$ cat config.mk
export PLATFORM = sky130hd
export DESIGN_NAME = capture_unit
export DESIGN_NICKNAME = d
export VERILOG_FILES = /design/src/rtl/capture_pkg.sv /design/src/rtl/servo_cycle_timer.sv /design/src/rtl/capture_channel.sv /design/src/rtl/capture_unit.sv
export SDC_FILE = /design/constraint.sdc
export NUM_CORES = 1
export LEC_CHECK = 0
export BUFFER_PORTS_ARGS = -buffer_cell sky130_fd_sc_hd__buf_4
export CAP_MARGIN = 30
export CORE_UTILIZATION = 55
export CTS_CLUSTER_SIZE = 40
export DETAILED_ROUTE_END_ITERATION = 7
export PLACE_DENSITY = 0.82
export SYNTH_ARGS = -nofsm -noshare
export SYNTH_HDL_FRONTEND = slang
export SYNTH_SLANG_ARGS = --single-unit
$ cat constraint.sdc
create_clock -name hclk -period 3 [get_ports hclk]
set_input_delay 0.45 -clock hclk [delete_from_list [all_inputs] [get_ports hclk]]
set_output_delay 0.45 -clock hclk [all_outputs]
set_load 0.02 [all_outputs]
$ cat src/rtl/capture_pkg.sv
// Purpose: Shared constants for the two-channel event capture unit.
// Assumes: One 40 MHz clock, AHB-Lite register access, word-aligned registers.
// Notes:   Register offsets are byte addresses; channel 1 sits one stride above channel 0.
// Summary of operation
// - Arming a channel clears its captured flag until the next qualifying event.
// - Captured flag reads one after capture, zero when not captured or disarmed.
// - Time mode stores an unsigned 32-bit nanosecond value in a read-only register.
// - Timestamp counts from the latest servo-cycle sync pulse, nominally every 62.5 us.
// - Selector 0-6 general inputs, 7-9 differential, 10 primary, 11 tertiary index.
// - Selector is writable, 8 bits, values 0 to 11, reset value 0.
// - Captured-value select 0 gives position capture, 1 gives time capture.
// - Edge detection resolves simultaneity to one 25 ns clock tick.
`default_nettype none

package capture_pkg;
    // Clock and time base
    localparam int unsigned CLK_HZ          = 40_000_000;
    localparam int unsigned NS_PER_SEC      = 1_000_000_000;
    localparam logic [31:0] NS_PER_CYCLE    = 32'(NS_PER_SEC / CLK_HZ);
    localparam logic [31:0] TIME_MAX        = 32'hffff_ffff;
    localparam logic [31:0] TIME_RST        = 32'h0000_0000;

    // Channels and trigger sources
    localparam int unsigned NUM_CH          = 2;
    localparam int unsigned NUM_GEN         = 7;
    localparam int unsigned NUM_DIFF        = 3;
    localparam int unsigned NUM_SRC         = 12;
    localparam int unsigned SEL_W           = 8;
    localparam logic [7:0]  SEL_MAX         = 8'h0b;
    localparam logic [7:0]  TRIG_RST        = 8'h00;

    // Captured-value modes
    localparam logic [7:0]  MODE_POSITION   = 8'h00;
    localparam logic [7:0]  MODE_TIME       = 8'h01;
    localparam logic [7:0]  MODE_RST        = 8'h00;

    // Register map
    localparam int unsigned ADDR_W          = 8;
    localparam logic [7:0]  CH_STRIDE       = 8'h20;
    localparam logic [7:0]  OFF_CTRL        = 8'h00;
    localparam logic [7:0]  OFF_TRIG        = 8'h04;
    localparam logic [7:0]  OFF_STAT        = 8'h08;
    localparam logic [7:0]  OFF_TIME        = 8'h0c;
    localparam logic [7:0]  OFF_POS         = 8'h10;
    localparam logic [7:0]  OFF_IRQ_STAT    = 8'h40;
    localparam logic [7:0]  OFF_IRQ_MASK    = 8'h44;

    // Field positions
    localparam int unsigned CTRL_ARM_BIT    = 0;
    localparam int unsigned CTRL_MODE_LSB   = 8;
    localparam int unsigned STAT_DONE_BIT   = 0;

    // Bus encodings
    localparam logic [1:0]  HTRANS_NONSEQ   = 2'h2;
    localparam logic        HRESP_OKAY      = 1'h0;
endpackage : capture_pkg

`default_nettype wire

$ cat src/rtl/servo_cycle_timer.sv
// Purpose: Nanosecond time base restarted by every servo-cycle sync pulse.
// Assumes: Sync pulse is a one-cycle pulse synchronous to hclk.
// Notes:   Saturates instead of wrapping if sync pulses stop.
`default_nettype none

module servo_cycle_timer (
    // Clock and reset
    input  wire logic        hclk,
    input  wire logic        hresetn,
    // Cycle reference
    input  wire logic        servo_cycle_sync_pulse,
    // Time since last sync
    output logic      [31:0] time_ns
);
    import capture_pkg::*;

    logic [31:0] count_r;
    logic [31:0] count_nxt;
    logic        at_max;

    // Wrapping would fake a small time after a lost sync
    assign at_max    = (count_r > (TIME_MAX - NS_PER_CYCLE));
    assign count_nxt = servo_cycle_sync_pulse ? TIME_RST :
                       at_max ? TIME_MAX : (count_r + NS_PER_CYCLE);

    always_ff @(posedge hclk or negedge hresetn) begin
        if (!hresetn) begin
            count_r <= TIME_RST;
        end else begin
            count_r <= count_nxt;
        end
    end

    assign time_ns = count_r;
endmodule : servo_cycle_timer

`default_nettype wire

$ cat src/rtl/capture_channel.sv
// Purpose: One capture channel: source select, edge detect, one-shot latch.
// Assumes: Sources are synchronous to hclk and already filtered.
// Notes:   A source change while armed may look like an edge; select before arming.
`default_nettype none

module capture_channel (
    // Clock and reset
    input  wire logic                               hclk,
    input  wire logic                               hresetn,
    // Trigger sources and selection
    input  wire logic [capture_pkg::NUM_SRC-1:0]    src_in,
    input  wire logic [capture_pkg::SEL_W-1:0]      src_sel,
    // Control
    input  wire logic                               arm,
    input  wire logic                               arm_clear,
    input  wire logic                               time_mode,
    // Values to capture
    input  wire logic [31:0]                        time_ns,
    input  wire logic [31:0]                        position_in,
    // Results
    output logic                                    done,
    output logic                                    event_pulse,
    output logic      [31:0]                        time_val,
    output logic      [31:0]                        pos_val
);
    import capture_pkg::*;

    logic        sel_level;
    logic        prev_r;
    logic        rise;
    logic        hit;
    logic        done_r;
    logic [31:0] time_r;
    logic [31:0] pos_r;

    assign sel_level = (src_sel <= SEL_MAX) ? src_in[src_sel[3:0]] : 1'b0;
    assign rise      = sel_level & ~prev_r;
    assign hit       = arm & ~done_r & rise & ~arm_clear;

    always_ff @(posedge hclk or negedge hresetn) begin
        if (!hresetn) begin
            prev_r <= 1'b0;
        end else begin
            prev_r <= sel_level;
        end
    end

    always_ff @(posedge hclk or negedge hresetn) begin
        if (!hresetn) begin
            done_r <= 1'b0;
        end else if (arm_clear) begin
            done_r <= 1'b0;
        end else if (hit) begin
            done_r <= 1'b1;
        end
    end

    always_ff @(posedge hclk or negedge hresetn) begin
        if (!hresetn) begin
            time_r <= TIME_RST;
            pos_r  <= 32'h0000_0000;
        end else if (hit) begin
            if (time_mode) begin
                time_r <= time_ns;
            end else begin
                pos_r  <= position_in;
            end
        end
    end

    assign done        = done_r & arm;
    assign event_pulse = hit;
    assign time_val    = time_r;
    assign pos_val     = pos_r;
endmodule : capture_channel

`default_nettype wire

$ cat src/rtl/capture_unit.sv
// Purpose: Two-channel event capture unit with AHB-Lite register access.
// Assumes: All trigger inputs and the sync pulse are synchronous to hclk.
// Notes:   Reads take one wait state; writes take none. Response is always OKAY.
//
// The AHB-Lite register port and the register addresses were left to the implementer.
`default_nettype none

module capture_unit (
    // AHB-Lite clock and reset
    input  wire logic                               hclk,
    input  wire logic                               hresetn,
    // AHB-Lite slave
    input  wire logic                               hsel,
    input  wire logic [31:0]                        haddr,
    input  wire logic [1:0]                         htrans,
    input  wire logic                               hwrite,
    input  wire logic [2:0]                         hsize,
    input  wire logic [31:0]                        hwdata,
    input  wire logic                               hready,
    output logic                                    hreadyout,
    output logic                                    hresp,
    output logic      [31:0]                        hrdata,
    // Trigger sources
    input  wire logic [capture_pkg::NUM_GEN-1:0]    gen_in,
    input  wire logic [capture_pkg::NUM_DIFF-1:0]   diff_in,
    input  wire logic                               index_primary,
    input  wire logic                               index_tertiary,
    // Cycle reference and position feedback
    input  wire logic                               servo_cycle_sync_pulse,
    input  wire logic [31:0]                        position_in,
    // Interrupt
    output logic                                    irq
);
    import capture_pkg::*;

    // Bus data-phase state
    logic                  wr_pend_r;
    logic                  rd_pend_r;
    logic [ADDR_W-1:0]     addr_r;
    logic [31:0]           hrdata_r;
    logic                  addr_take;

    // Per-channel control and status
    logic [NUM_CH-1:0]     arm_r;
    logic [7:0]            mode_r    [NUM_CH];
    logic [7:0]            trig_r    [NUM_CH];
    logic [NUM_CH-1:0]     arm_clear;
    logic [NUM_CH-1:0]     done;
    logic [NUM_CH-1:0]     event_pulse;
    logic [31:0]           time_val  [NUM_CH];
    logic [31:0]           pos_val   [NUM_CH];
    logic [31:0]           ch_rdata  [NUM_CH];
    logic [31:0]           ch_or     [NUM_CH+1];

    // Interrupt registers
    logic [NUM_CH-1:0]     irq_stat_r;
    logic [NUM_CH-1:0]     irq_stat_nxt;
    logic [NUM_CH-1:0]     irq_mask_r;
    logic                  wr_irq_stat;
    logic                  wr_irq_mask;
    logic [31:0]           irq_rdata;
    logic [31:0]           rdata_mux;

    // Shared time base and source vector
    logic [31:0]           time_ns;
    logic [NUM_SRC-1:0]    src_vec;

    // Bit order of the source vector is the selector's value
    assign src_vec = {index_tertiary, index_primary, diff_in, gen_in};

    //------------------------------------------------------------
    // Bus slave
    //------------------------------------------------------------
    assign addr_take = hsel & hready & (htrans == HTRANS_NONSEQ);

    always_ff @(posedge hclk or negedge hresetn) begin
        if (!hresetn) begin
            wr_pend_r <= 1'b0;
        end else begin
            wr_pend_r <= addr_take & hwrite;
        end
    end

    // A read holds the bus one cycle so its data comes from a flop
    always_ff @(posedge hclk or negedge hresetn) begin
        if (!hresetn) begin
            rd_pend_r <= 1'b0;
        end else begin
            rd_pend_r <= addr_take & ~hwrite;
        end
    end

    always_ff @(posedge hclk or negedge hresetn) begin
        if (!hresetn) begin
            addr_r <= '0;
        end else if (addr_take) begin
            addr_r <= haddr[ADDR_W-1:0];
        end
    end

    always_ff @(posedge hclk or negedge hresetn) begin
        if (!hresetn) begin
            hrdata_r <= 32'h0000_0000;
        end else if (rd_pend_r) begin
            hrdata_r <= rdata_mux;
        end
    end

    assign hreadyout = ~rd_pend_r;
    assign hresp     = HRESP_OKAY;
    assign hrdata    = hrdata_r;

    //------------------------------------------------------------
    // Shared nanosecond time base
    //------------------------------------------------------------
    servo_cycle_timer u_timer (
        .hclk                   (hclk),
        .hresetn                (hresetn),
        .servo_cycle_sync_pulse (servo_cycle_sync_pulse),
        .time_ns                (time_ns)
    );

    //------------------------------------------------------------
    // Channels
    //------------------------------------------------------------
    assign ch_or[0] = 32'h0000_0000;

    genvar c;
    generate
        for (c = 0; c < NUM_CH; c = c + 1) begin : g_ch
            localparam logic [ADDR_W-1:0] BASE = ADDR_W'(c * CH_STRIDE);

            logic wr_ctrl;
            logic wr_trig;
            logic trig_ok;
            logic hit_ctrl;
            logic hit_trig;
            logic hit_stat;
            logic hit_time;
            logic hit_pos;

            assign hit_ctrl = (addr_r == (BASE + OFF_CTRL));
            assign hit_trig = (addr_r == (BASE + OFF_TRIG));
            assign hit_stat = (addr_r == (BASE + OFF_STAT));
            assign hit_time = (addr_r == (BASE + OFF_TIME));
            assign hit_pos  = (addr_r == (BASE + OFF_POS));

            assign wr_ctrl  = wr_pend_r & hit_ctrl;
            assign wr_trig  = wr_pend_r & hit_trig;
            // Out-of-range selectors are dropped, keeping the old source
            assign trig_ok  = (hwdata[7:0] <= SEL_MAX);

            // Only a 0-to-1 write of the arm bit restarts the channel
            assign arm_clear[c] = wr_ctrl & hwdata[CTRL_ARM_BIT] & ~arm_r[c];

            always_ff @(posedge hclk or negedge hresetn) begin
                if (!hresetn) begin
                    arm_r[c]  <= 1'b0;
                    mode_r[c] <= MODE_RST;
                end else if (wr_ctrl) begin
                    arm_r[c]  <= hwdata[CTRL_ARM_BIT];
                    mode_r[c] <= hwdata[CTRL_MODE_LSB +: 8];
                end
            end

            always_ff @(posedge hclk or negedge hresetn) begin
                if (!hresetn) begin
                    trig_r[c] <= TRIG_RST;
                end else if (wr_trig && trig_ok) begin
                    trig_r[c] <= hwdata[7:0];
                end
            end

            capture_channel u_ch (
                .hclk        (hclk),
                .hresetn     (hresetn),
                .src_in      (src_vec),
                .src_sel     (trig_r[c]),
                .arm         (arm_r[c]),
                .arm_clear   (arm_clear[c]),
                .time_mode   (mode_r[c] == MODE_TIME),
                .time_ns     (time_ns),
                .position_in (position_in),
                .done        (done[c]),
                .event_pulse (event_pulse[c]),
                .time_val    (time_val[c]),
                .pos_val     (pos_val[c])
            );

            assign ch_rdata[c] =
                hit_ctrl ? {16'h0000, mode_r[c], 7'h00, arm_r[c]} :
                hit_trig ? {24'h00_0000, trig_r[c]} :
                hit_stat ? {31'h0000_0000, done[c]} :
                hit_time ? time_val[c] :
                hit_pos  ? pos_val[c] : 32'h0000_0000;

            assign ch_or[c+1] = ch_or[c] | ch_rdata[c];
        end
    endgenerate

    //------------------------------------------------------------
    // Interrupts
    //------------------------------------------------------------
    assign wr_irq_stat = wr_pend_r & (addr_r == OFF_IRQ_STAT);
    assign wr_irq_mask = wr_pend_r & (addr_r == OFF_IRQ_MASK);

    // A capture in the clearing cycle stays set
    assign irq_stat_nxt = (irq_stat_r & ~(wr_irq_stat ? hwdata[NUM_CH-1:0] : '0)) | event_pulse;

    always_ff @(posedge hclk or negedge hresetn) begin
        if (!hresetn) begin
            irq_stat_r <= '0;
        end else begin
            irq_stat_r <= irq_stat_nxt;
        end
    end

    always_ff @(posedge hclk or negedge hresetn) begin
        if (!hresetn) begin
            irq_mask_r <= '0;
        end else if (wr_irq_mask) begin
            irq_mask_r <= hwdata[NUM_CH-1:0];
        end
    end

    assign irq = |(irq_stat_r & irq_mask_r);

    assign irq_rdata =
        (addr_r == OFF_IRQ_STAT) ? {{(32-NUM_CH){1'b0}}, irq_stat_r} :
        (addr_r == OFF_IRQ_MASK) ? {{(32-NUM_CH){1'b0}}, irq_mask_r} : 32'h0000_0000;

    // Unmapped addresses read zero
    assign rdata_mux = ch_or[NUM_CH] | irq_rdata;
endmodule : capture_unit

`default_nettype wire

==> After elaboration in Yosys (flattened, before gate mapping) <==
Cells that the tools add are included.
{ "word_totals": {"ff_bits": 244, "latch_bits": 0, "ramBits": 0, "mem_bits_ro": 0, "output_inout_bits": 35, "mem_count": 0} }
{ "op_classes": {"addsub": 1, "multipliers": 0, "n_div": 0, "magnitude_cmp": 6, "eq_ne": 14, "n_shift": 0, "mux": 25, "bitwise_logic": 42, "n_reduce_logical": 10} }
{ "op_table": {"columns": ["op", "count"], "rows": [
  ["2-to-1 mux 32 bit", 13],
  ["bitwise OR 32 bit", 2],
  ["== test 8 x 6 -> 1 bit, second input constant", 5],
  ["adder 32 x 5 -> 32 bit, second input constant", 1],
  ["greater-than comparator 32 bit, second input constant", 1],
  ["AND 1 bit", 24],
  ["<= comparator 8 x 4 -> 1 bit, second input constant", 3],
  ["== test 8 x 1 -> 1 bit, second input constant", 2],
  ["== test 8 x 4 -> 1 bit, second input constant", 2],
  ["== test 8 x 7 -> 1 bit, second input constant", 2],
  ["NOT 1 bit", 12],
  ["< comparator 4 x 5 -> 1 bit, second input constant", 2],
  ["binary-select mux 1 bit (select 4 bit)", 2],
  ["== test 8 x 3 -> 1 bit, second input constant", 1],
  ["== test 8 x 5 -> 1 bit, second input constant", 1],
  ["logical NOT 8 bit", 1],
  ["2-to-1 mux 1 bit", 8],
  ["AND reduction 2 bit", 4],
  ["AND 2 bit", 2],
  ["2-to-1 mux 2 bit", 2],
  ["nonzero test 2 bit", 2],
  ["== test 2 bit, second input constant", 1],
  ["logical AND 1 bit", 2],
  ["NOT 2 bit", 1],
  ["other kinds (2)", 2]
]} }

==> Depth between registers and ports, before layout <==
Gate-level depths: netlist of run 1.
{ "depth": {"word_depth": 8, "mapped_depth": 8, "depth_no_buf": 6} }

==> Hierarchy <==
Synthesis of run 1 repeated with hierarchy kept, for this count alone.
{ "unflattened": {"hier_cells": 887, "area_unflattened_um2": 11644.9} }
{ "modules_own_cells": {"columns": ["module", "n_inst", "cells_each", "area_each_um2"], "rows": [
  ["capture_channel", 2, 165, 2756.4],
  ["capture_unit", 1, 391, 4399.2],
  ["servo_cycle_timer", 1, 166, 1732.9]
]} }

==> Worst setup path after synthesis of run 1 <==
OpenSTA, ideal clock, no wires.
{ "synth_path": {"path_kind": "reg-to-reg", "startpoint": "register trig_r[7] in the netlist's numbering", "endpoint": "register g_ch[1].u_ch.time_r[10]", "arrival_time_ns": 2.323, "required_time_ns": 2.875, "path_slack_ns": 0.552, "path_stages_with_launch": 7, "n_path_buf": 1, "synth_period_minus_slack_ns": 2.448, "path_cell_list": "dfrtp_1 -> or4_4 -> or4b_1 -> a211oi_2 -> nand3_2 -> buf_6 -> mux2_4"} }
{ "synth_via": {"elab_chain_len": 6} }
{ "synth_rtl": {"columns": ["item", "line_no", "source"], "rows": [
  ["from (decl)", "capture_unit.sv:46", "logic [7:0] trig_r [NUM_CH];"],
  ["from (signal, indexed assignment)", "capture_unit.sv:170", "trig_r[c] <= hwdata[7:0];"],
  ["<= comparator 8 x 4 -> 1 bit", "capture_channel.sv:36", "assign sel_level = (src_sel <= SEL_MAX) ? src_in[src_sel[3:0]] : 1'b0;"],
  ["2-to-1 mux 1 bit", "capture_channel.sv:36", null],
  ["AND 1 bit", "capture_channel.sv:37", "assign rise = sel_level & ~prev_r;"],
  ["AND 1 bit (2 in series)", "capture_channel.sv:38", "assign hit = arm & ~done_r & rise & ~arm_clear;"],
  ["AND reduction 2 bit (no line)", null, null],
  ["to (signal assigned)", "capture_channel.sv:64", "time_r <= time_ns;"],
  ["to (decl)", "capture_channel.sv:33", "logic [31:0] time_r;"]
]} }
Every way passes these cells.
A chain may end at the register's enable or synchronous reset.

==> Worst setup path after layout of run 1 <==
{ "layout_path": {"startpoint": "register trig_r[14] in the netlist's numbering", "endpoint": "register g_ch[0].u_ch.pos_r[11]"} }
{ "layout_via": {"elab_chain_len": 6} }
{ "layout_rtl": {"columns": ["item", "line_no", "source"], "rows": [
  ["<= comparator 8 x 4 -> 1 bit", "capture_channel.sv:36", null],
  ["2-to-1 mux 1 bit", "capture_channel.sv:36", null],
  ["AND 1 bit", "capture_channel.sv:37", null],
  ["AND 1 bit (2 in series)", "capture_channel.sv:38", null],
  ["AND reduction 2 bit (no line)", null, null],
  ["to (signal assigned)", "capture_channel.sv:66", "pos_r <= position_in;"],
  ["to (decl)", "capture_channel.sv:34", "logic [31:0] pos_r;"]
]} }
Every way passes these cells.

==> flow_summary.toml, run 1 <==
[yosys]
yosysWarnings = 0
ys_types = 63
async_flop_share_pct = 100
ys_seq_area_share_pct = 55.4
synth_simple_gate_area_share_pct = 8.50
synth_area_sq_um = 11000
synth_fa_ha_area_share_pct = 0.227
ys.flop_type = "dfrtp_1"
synth_edf_count = 0
ys_seq_elements = 244
synth.avg_cell_area_sq_um = 13.0
synthCells = 850
synth_xor_area_share_pct = 2.30
synth_compound_area_share_pct = 10.3
synth_top_family_by_area = "multiplexers"
yosys-mux-area-fraction_pct = 20.2
syn_nets = 971

[setup_path]
critPathRequiredTime_ns = 3.40
worstRegToRegCells = 6
worst-setup-path-type = "flip-flop to flip-flop"
r2r-end = "g_ch[0].u_ch.pos_val[11]$_DFFE_PN0P_"
r2r_start = "trig_r[14]$_DFFE_PN0P_"
cp_max_fo = 21
crit_path_end_kind = "flip-flop"
crit_path_start = "trig_r[14]$_DFFE_PN0P_"
cp_data_arrival_time_ns = 3.15
r2r_slack_ns = 0.25
start_kind = "flip-flop"
setup.worst_path.end = "g_ch[0].u_ch.pos_val[11]$_DFFE_PN0P_"

[timing]
hold_viol = 0
slew_headroom_pct = 50.5
rsz0062_at_grt = "false"
timing.fmax_mhz = 364
finalSetupViolCount = 0
worst_slew_pin_slew_ns = 0.736
finalSetupTns_ns = 0
period_share_pct = 91.6
setup_ws_ns = 0.252
fin_crit_ns = 2.75
finClkSkew_ns = 0.0153
slew_violations = 0

[clocking]
ctsRootBufferMaster = "clkbuf_16"
clkTransAtPathRegs_ns = 0.06
clock_path_buffers = 3
cts_tree = "done"
numCtsBuffers = 24
clkLatencyLatePin_ns = 0.52
cts-htree-levels = 1
cts_resized = 0
cts.sinks = 244

[floorplan]
core-area_sq_um = 19600
rows = 51
die-area_sq_um = 20600
die_w_um = 144
start_util_pct = 56.3
ios = 154
die_h_um = 144

[place]
dpl.hpwl_mm = 17.4
portBuffers = 109
place.gp.congestion = 0.852
dpl.cell_count = 1195
pre_cts_ws_ns = 0.301
dpl-instance-area_sq_um = 12100

[layout]
utilization_pct = 66.3
diodes = 0
final_area_sq_um = 13000
area_growth_pct = 17.8
drive_above_1_share_pct = 36.6
layout.cells.non_filler = 1238
fin_nets = 1078

[global_route]
antenna_found_initial = 0
grt_pass1_vias = 7904
grt_pass1_wl_mm = 42.9
grt_max_degree = 76
overflow = 0
grt_usage_pct = 27.1

[routing]
vias_per_cell = 6.23
ant_nets = 0
dr.pass1.iters = 6
vias = 7713
drtIter0Drc = 775
routedWlPerCell_um = 21.7
drc = 0
wl_mm = 26.9

[outcome]
status = "finished, final reports clean"

[power_and_ir_drop]
p_per_area_nw_per_um2 = 602
p_leak_nw = 6.03
vdd_drop_max_mv = 0.313

[min_path]
hp-class = "input pin to flip-flop"

[job]
maxCapViolations = 0
cell type report:
class | instances | area, sq um
repair buffers | 138 | 1100
clock inverters | 10 | 130
multi-input cells | 541 | 4590
fillers | 1308 | 6600
clock buffers | 32 | 712
flip-flops and latches | 244 | 6110
well taps | 265 | 332
inverters | 8 | 30.0
flip-flops by register name, summed over array words and instances, names as in the netlist:
register / flops
g_ch.u_ch.done_r: 2
g_ch.u_ch.prev_r: 2
mode_r: 16
trig_r: 16
irq_mask_r: 2
rd_pend_r: 1
wr_pend_r: 1
addr_r: 8
hrdata: 32
u_timer.time_ns: 32
arm_r: 2
g_ch.u_ch.pos_val: 64
irq_stat_r: 2
g_ch.u_ch.time_val: 64
cells by family after synthesis:
family / count (synthesis)
adders and majority gates: 2
xor gates and xnor gates: 29
DFF: 244
AOI/OAI and AO/OA: 153
other: 1
muxes: 174
and+or+nand+nor: 182
buffers and inverters: 65
Yosys cell counts, types with 2 or more instances:
master	n	share of area [%]
mux4_1	2	0.48
or4b_1	2	0.18
dfrtp_1	244	55
nor2_1	48	1.6
xnor2_1	28	2.2
nand2b_1	4	0.23
mux2_2	101	10
nor2b_1	3	0.17
nand4_1	7	0.40
buf_4	4	0.27
mux2_1	3	0.31
nand3_2	2	0.18
a222oi_1	22	2.0
a41oi_1	9	0.71
nor4b_1	7	0.56
a22o_1	6	0.48
buf_6	11	1.1
a211oi_1	3	0.20
mux4_2	2	0.41
nand3_1	10	0.45
and3_1	4	0.23
a211oi_2	2	0.23
a31oi_1	23	1.3
ha_1	2	0.23
a32o_1	4	0.36
a21boi_0	2	0.14
or4_1	3	0.20
or3_1	2	0.11
nor3_1	7	0.32
mux2i_1	6	0.54
inv_1	8	0.27
a22oi_1	30	2.0
nor4_1	11	0.62
mux2_4	60	8.2
clkbuf_1	41	1.4
a21oi_1	37	1.7
nand2_1	48	1.6
and2_1	11	0.62
nor3b_1	3	0.20
and4_1	3	0.24
o21ai_0	3	0.14
worst min path at each step:
stage	cells after the start	end	slack, ns	startpoint
after floorplan	0	addr_r[0]$_DFFE_PN0P_	0.15	hresetn
after global placement	1	irq_mask_r[0]$_DFFE_PN0P_	0.47	hresetn
after detailed placement	1	irq_stat_r[0]$_DFF_PN0_	0.47	hresetn
after CTS	2	rd_pend_r$_DFF_PN0_	0.08	hwrite
after global routing	2	rd_pend_r$_DFF_PN0_	0.08	hwrite
final	2	rd_pend_r$_DFF_PN0_	0.09	hwrite
metal layers:
| layer | track usage (%) | part of all wire, % |
|---|---|---|
| met1 | 37.2 | 42 |
| met2 | 45.5 | 50 |
| met3 | 3.67 | 6.9 |
| met4 | 6.77 | 1.3 |
| met5 | 0 | 0 |
worst max-delay path, stage by stage, from the launching register on:
cell,delay [ns]
dfrtp_1,0.41
or4_1,0.58
or4b_1,0.55
a211oi_2,0.35
nand2_1,0.12
buf_4,0.26
mux2_1,0.35
what timing repair did:
| item | 4_1_cts | 5_1_grt |
|---|---|---|
| hold buffers | 1 | 0 |
| endpoints found under the hold margin | 71 | 0 |
| buffers inserted | 0 | 0 |
report_power, final:
group	leakage [nW]	switching, mW	internal (mW)
clock	0.415	1.25	1.92
combinational	2.38	0.498	0.421
sequential	3.24	0.206	3.53
per-stage QoR:
step,total power [mW],hold slack [ns]
detailed placement,4.70,0.468
global route,8.10,0.0775
floorplan,4.20,0.154
finish,7.82,0.0907
CTS,7.84,0.0789
global placement,4.66,0.466
cells in the final DEF (no fill, tap or decap), types with 8 or more instances in the layout:
cell type  instances
mux2_4            60
nand3_1           10
clkbuf_16         25
a222oi_1          22
and2_1            11
a31oi_1           23
nand2_1           48
dfrtp_1          243
a21oi_1           37
inv_1              8
nor4_1            11
xnor2_1           28
buf_4            132
mux2_2           101
nor2_1            48
a22oi_1           30
a41oi_1            9
Power figures use the tool's default switching activity.
==> run 2: changes to the inputs <==
==> constraint.sdc (replaced) <==
create_clock -name hclk -period 2.9 [get_ports hclk]
set_input_delay 0.435 -clock hclk [delete_from_list [all_inputs] [get_ports hclk]]
set_output_delay 0.435 -clock hclk [all_outputs]
set_load 0.02 [all_outputs]
==> run 2 against run 1 <==
Critical path type unchanged. Combinational power increased by 4.4%. Via count grew 0.78%. Largest cell class unchanged. Utilization rose by 0.40 points. Sequential share of layout area decreased by 0.28 points. Worst hold slack got worse by 0.0035 ns. Final cell count is 0.57% higher. Non-clock buffer count increased by 3. Sequential power up 3%. Clock-buffer cell count is 1 lower. Clock skew rose by 0.0049 ns. Global-route usage grew 0.14 points. Worst setup slack worse by 0.16 ns.
==> flow_summary.toml, run 2 (same netlist as run 1, synthesis figures left out) <==
[outcome]
status = "finished, final reports clean"

[setup_path]
worstRegToRegCells = 6
crit_path_end_kind = "flip-flop"
cp_top_family = "simple AND/OR/NAND/NOR gates"
cpPeakStageDelay_ns = 0.61
cp_max_fo = 32
critPathRequiredTime_ns = 3.29
r2r_slack_ns = 0.09
worst-setup-path-type = "flip-flop to flip-flop"
cp_slowest_cell = "or4_1"
path_cells = "or4_1 -> or4b_1 -> a211oi_2 -> nand3_2 -> buf_12 -> mux2_4"
crit_cells = 6
r2r-end = "g_ch[0].u_ch.time_val[17]$_DFFE_PN0P_"
r2r_start = "trig_r[14]$_DFFE_PN0P_"
crit_path_start = "trig_r[14]$_DFFE_PN0P_"
cp_data_arrival_time_ns = 3.20
crit_buf_inv = 1
setup.worst_path.end = "g_ch[0].u_ch.time_val[17]$_DFFE_PN0P_"
start_kind = "flip-flop"

[floorplan]
rows = 51
ios = 154
die_h_um = 144
start_util_pct = 56.3
die_w_um = 144
die-area_sq_um = 20600
core-area_sq_um = 19600

[clocking]
ctsRootBufferMaster = "clkbuf_16"
clkLatencyLatePin_ns = 0.53
numCtsBuffers = 25
clkTransAtPathRegs_ns = 0.06
cts-htree-levels = 1
cts.sinks = 244
cts_setup_buffers = 0
cts_resized = 0
cts_hold_buf = 1
cts_tree = "done"
clock_path_buffers = 3

[layout]
utilization_pct = 66.7
area_growth_pct = 18.5
drive_above_1_share_pct = 37.0
layout_commonest_cell = "dfrtp_1"
fillers = 1305
diodes = 0
fin_nets = 1082
layout_common_cells = "243 x dfrtp_1, 134 x buf_4, 101 x mux2_2, 60 x mux2_4"
layout.cells.non_filler = 1245

[global_route]
grt_pass1_wl_mm = 43.1
grt_max_degree = 85
antenna_found_initial = 0
grt_pass1_vias = 7873
grt_usage_pct = 27.2
overflow = 0

[timing]
fin_crit_ns = 2.81
rsz0062_at_grt = "false"
finClkSkew_ns = 0.0202
worst_slew_pin_slew_ns = 0.692
slew_headroom_pct = 53.2
hold_viol = 0
finalSetupViolCount = 0
timing.fmax_mhz = 356
period_share_pct = 96.8
slew_violations = 0
finalSetupTns_ns = 0
holdWs_ns = 0.0872

[routing]
vias = 7773
drc = 0
drtIter0Drc = 747
routedWlPerCell_um = 22.2
wl_mm = 27.6
ant_nets = 0
dr.pass1.iters = 7
vias_per_cell = 6.24

[place]
portBuffers = 109
dpl.hpwl_mm = 17.7
dpl.cell_count = 1198
place.gp.congestion = 0.877

[power_and_ir_drop]
vdd_drop_max_mv = 0.311
p_leak_nw = 6.07
p_per_area_nw_per_um2 = 630

[min_path]
min_path_cells = 2
hp-class = "input pin to flip-flop"

[job]
maxCapViolations = 0
-- run 2: stage by stage --
stage                     setup slack [ns]  power, mW  instance area, sq um
final                               0.0926       8.24                 13100
after global routing                0.0735       8.51                 13100
after CTS                            0.129       8.25                 13100
after detailed placement             0.185       4.86                 12200
after global placement               0.222       4.82                 12200
after floorplan                      0.452       4.35                 11000
-- run 2: worst min-delay path by stage --
| stage | startpoint | endpoint | slack [ns] |
|---|---|---|---|
| floorplan | hresetn | addr_r[0]$_DFFE_PN0P_ | 0.14 |
| global placement | hresetn | addr_r[6]$_DFFE_PN0P_ | 0.47 |
| detailed placement | hresetn | irq_mask_r[1]$_DFFE_PN0P_ | 0.47 |
| CTS | hwrite | rd_pend_r$_DFF_PN0_ | 0.08 |
| global route | hwrite | rd_pend_r$_DFF_PN0_ | 0.08 |
| finish | hwrite | rd_pend_r$_DFF_PN0_ | 0.09 |
-- run 2: final cells by class --
type | instances | area [sq um] | area share [%]
Tap cell | 265 | 332 | 2.54
Sequential cell | 244 | 6110 | 46.7
Timing Repair Buffer | 141 | 1130 | 8.65
Inverter | 8 | 30.0 | 0.230
Clock inverter | 15 | 188 | 1.44
Multi-Input combinational cell | 541 | 4590 | 35.1
Clock buffer | 31 | 698 | 5.34
-- run 2: where the power goes --
part | switching [mW] | internal, mW
clock network | 1.34 | 2.07
logic | 0.521 | 0.438
registers | 0.217 | 3.65
-- run 2: worst reg2reg max path: cells and delay by family, from the launching register on --
family	cells	cell delay [ns]
compound gates	1	0.39
buf+inv	1	0.24
flops	1	0.40
mux	1	0.34
simple gates	3	1.33
-- run 2: layer usage --
metal / routed length (um) / GRT usage, % / share of wire [%]
met1: 11200 / 36.7 / 40
met3: 2240 / 4.80 / 8.1
met4: 826 / 10.4 / 3.0
met2: 13400 / 44.0 / 48
met5: 0 / 0 / 0
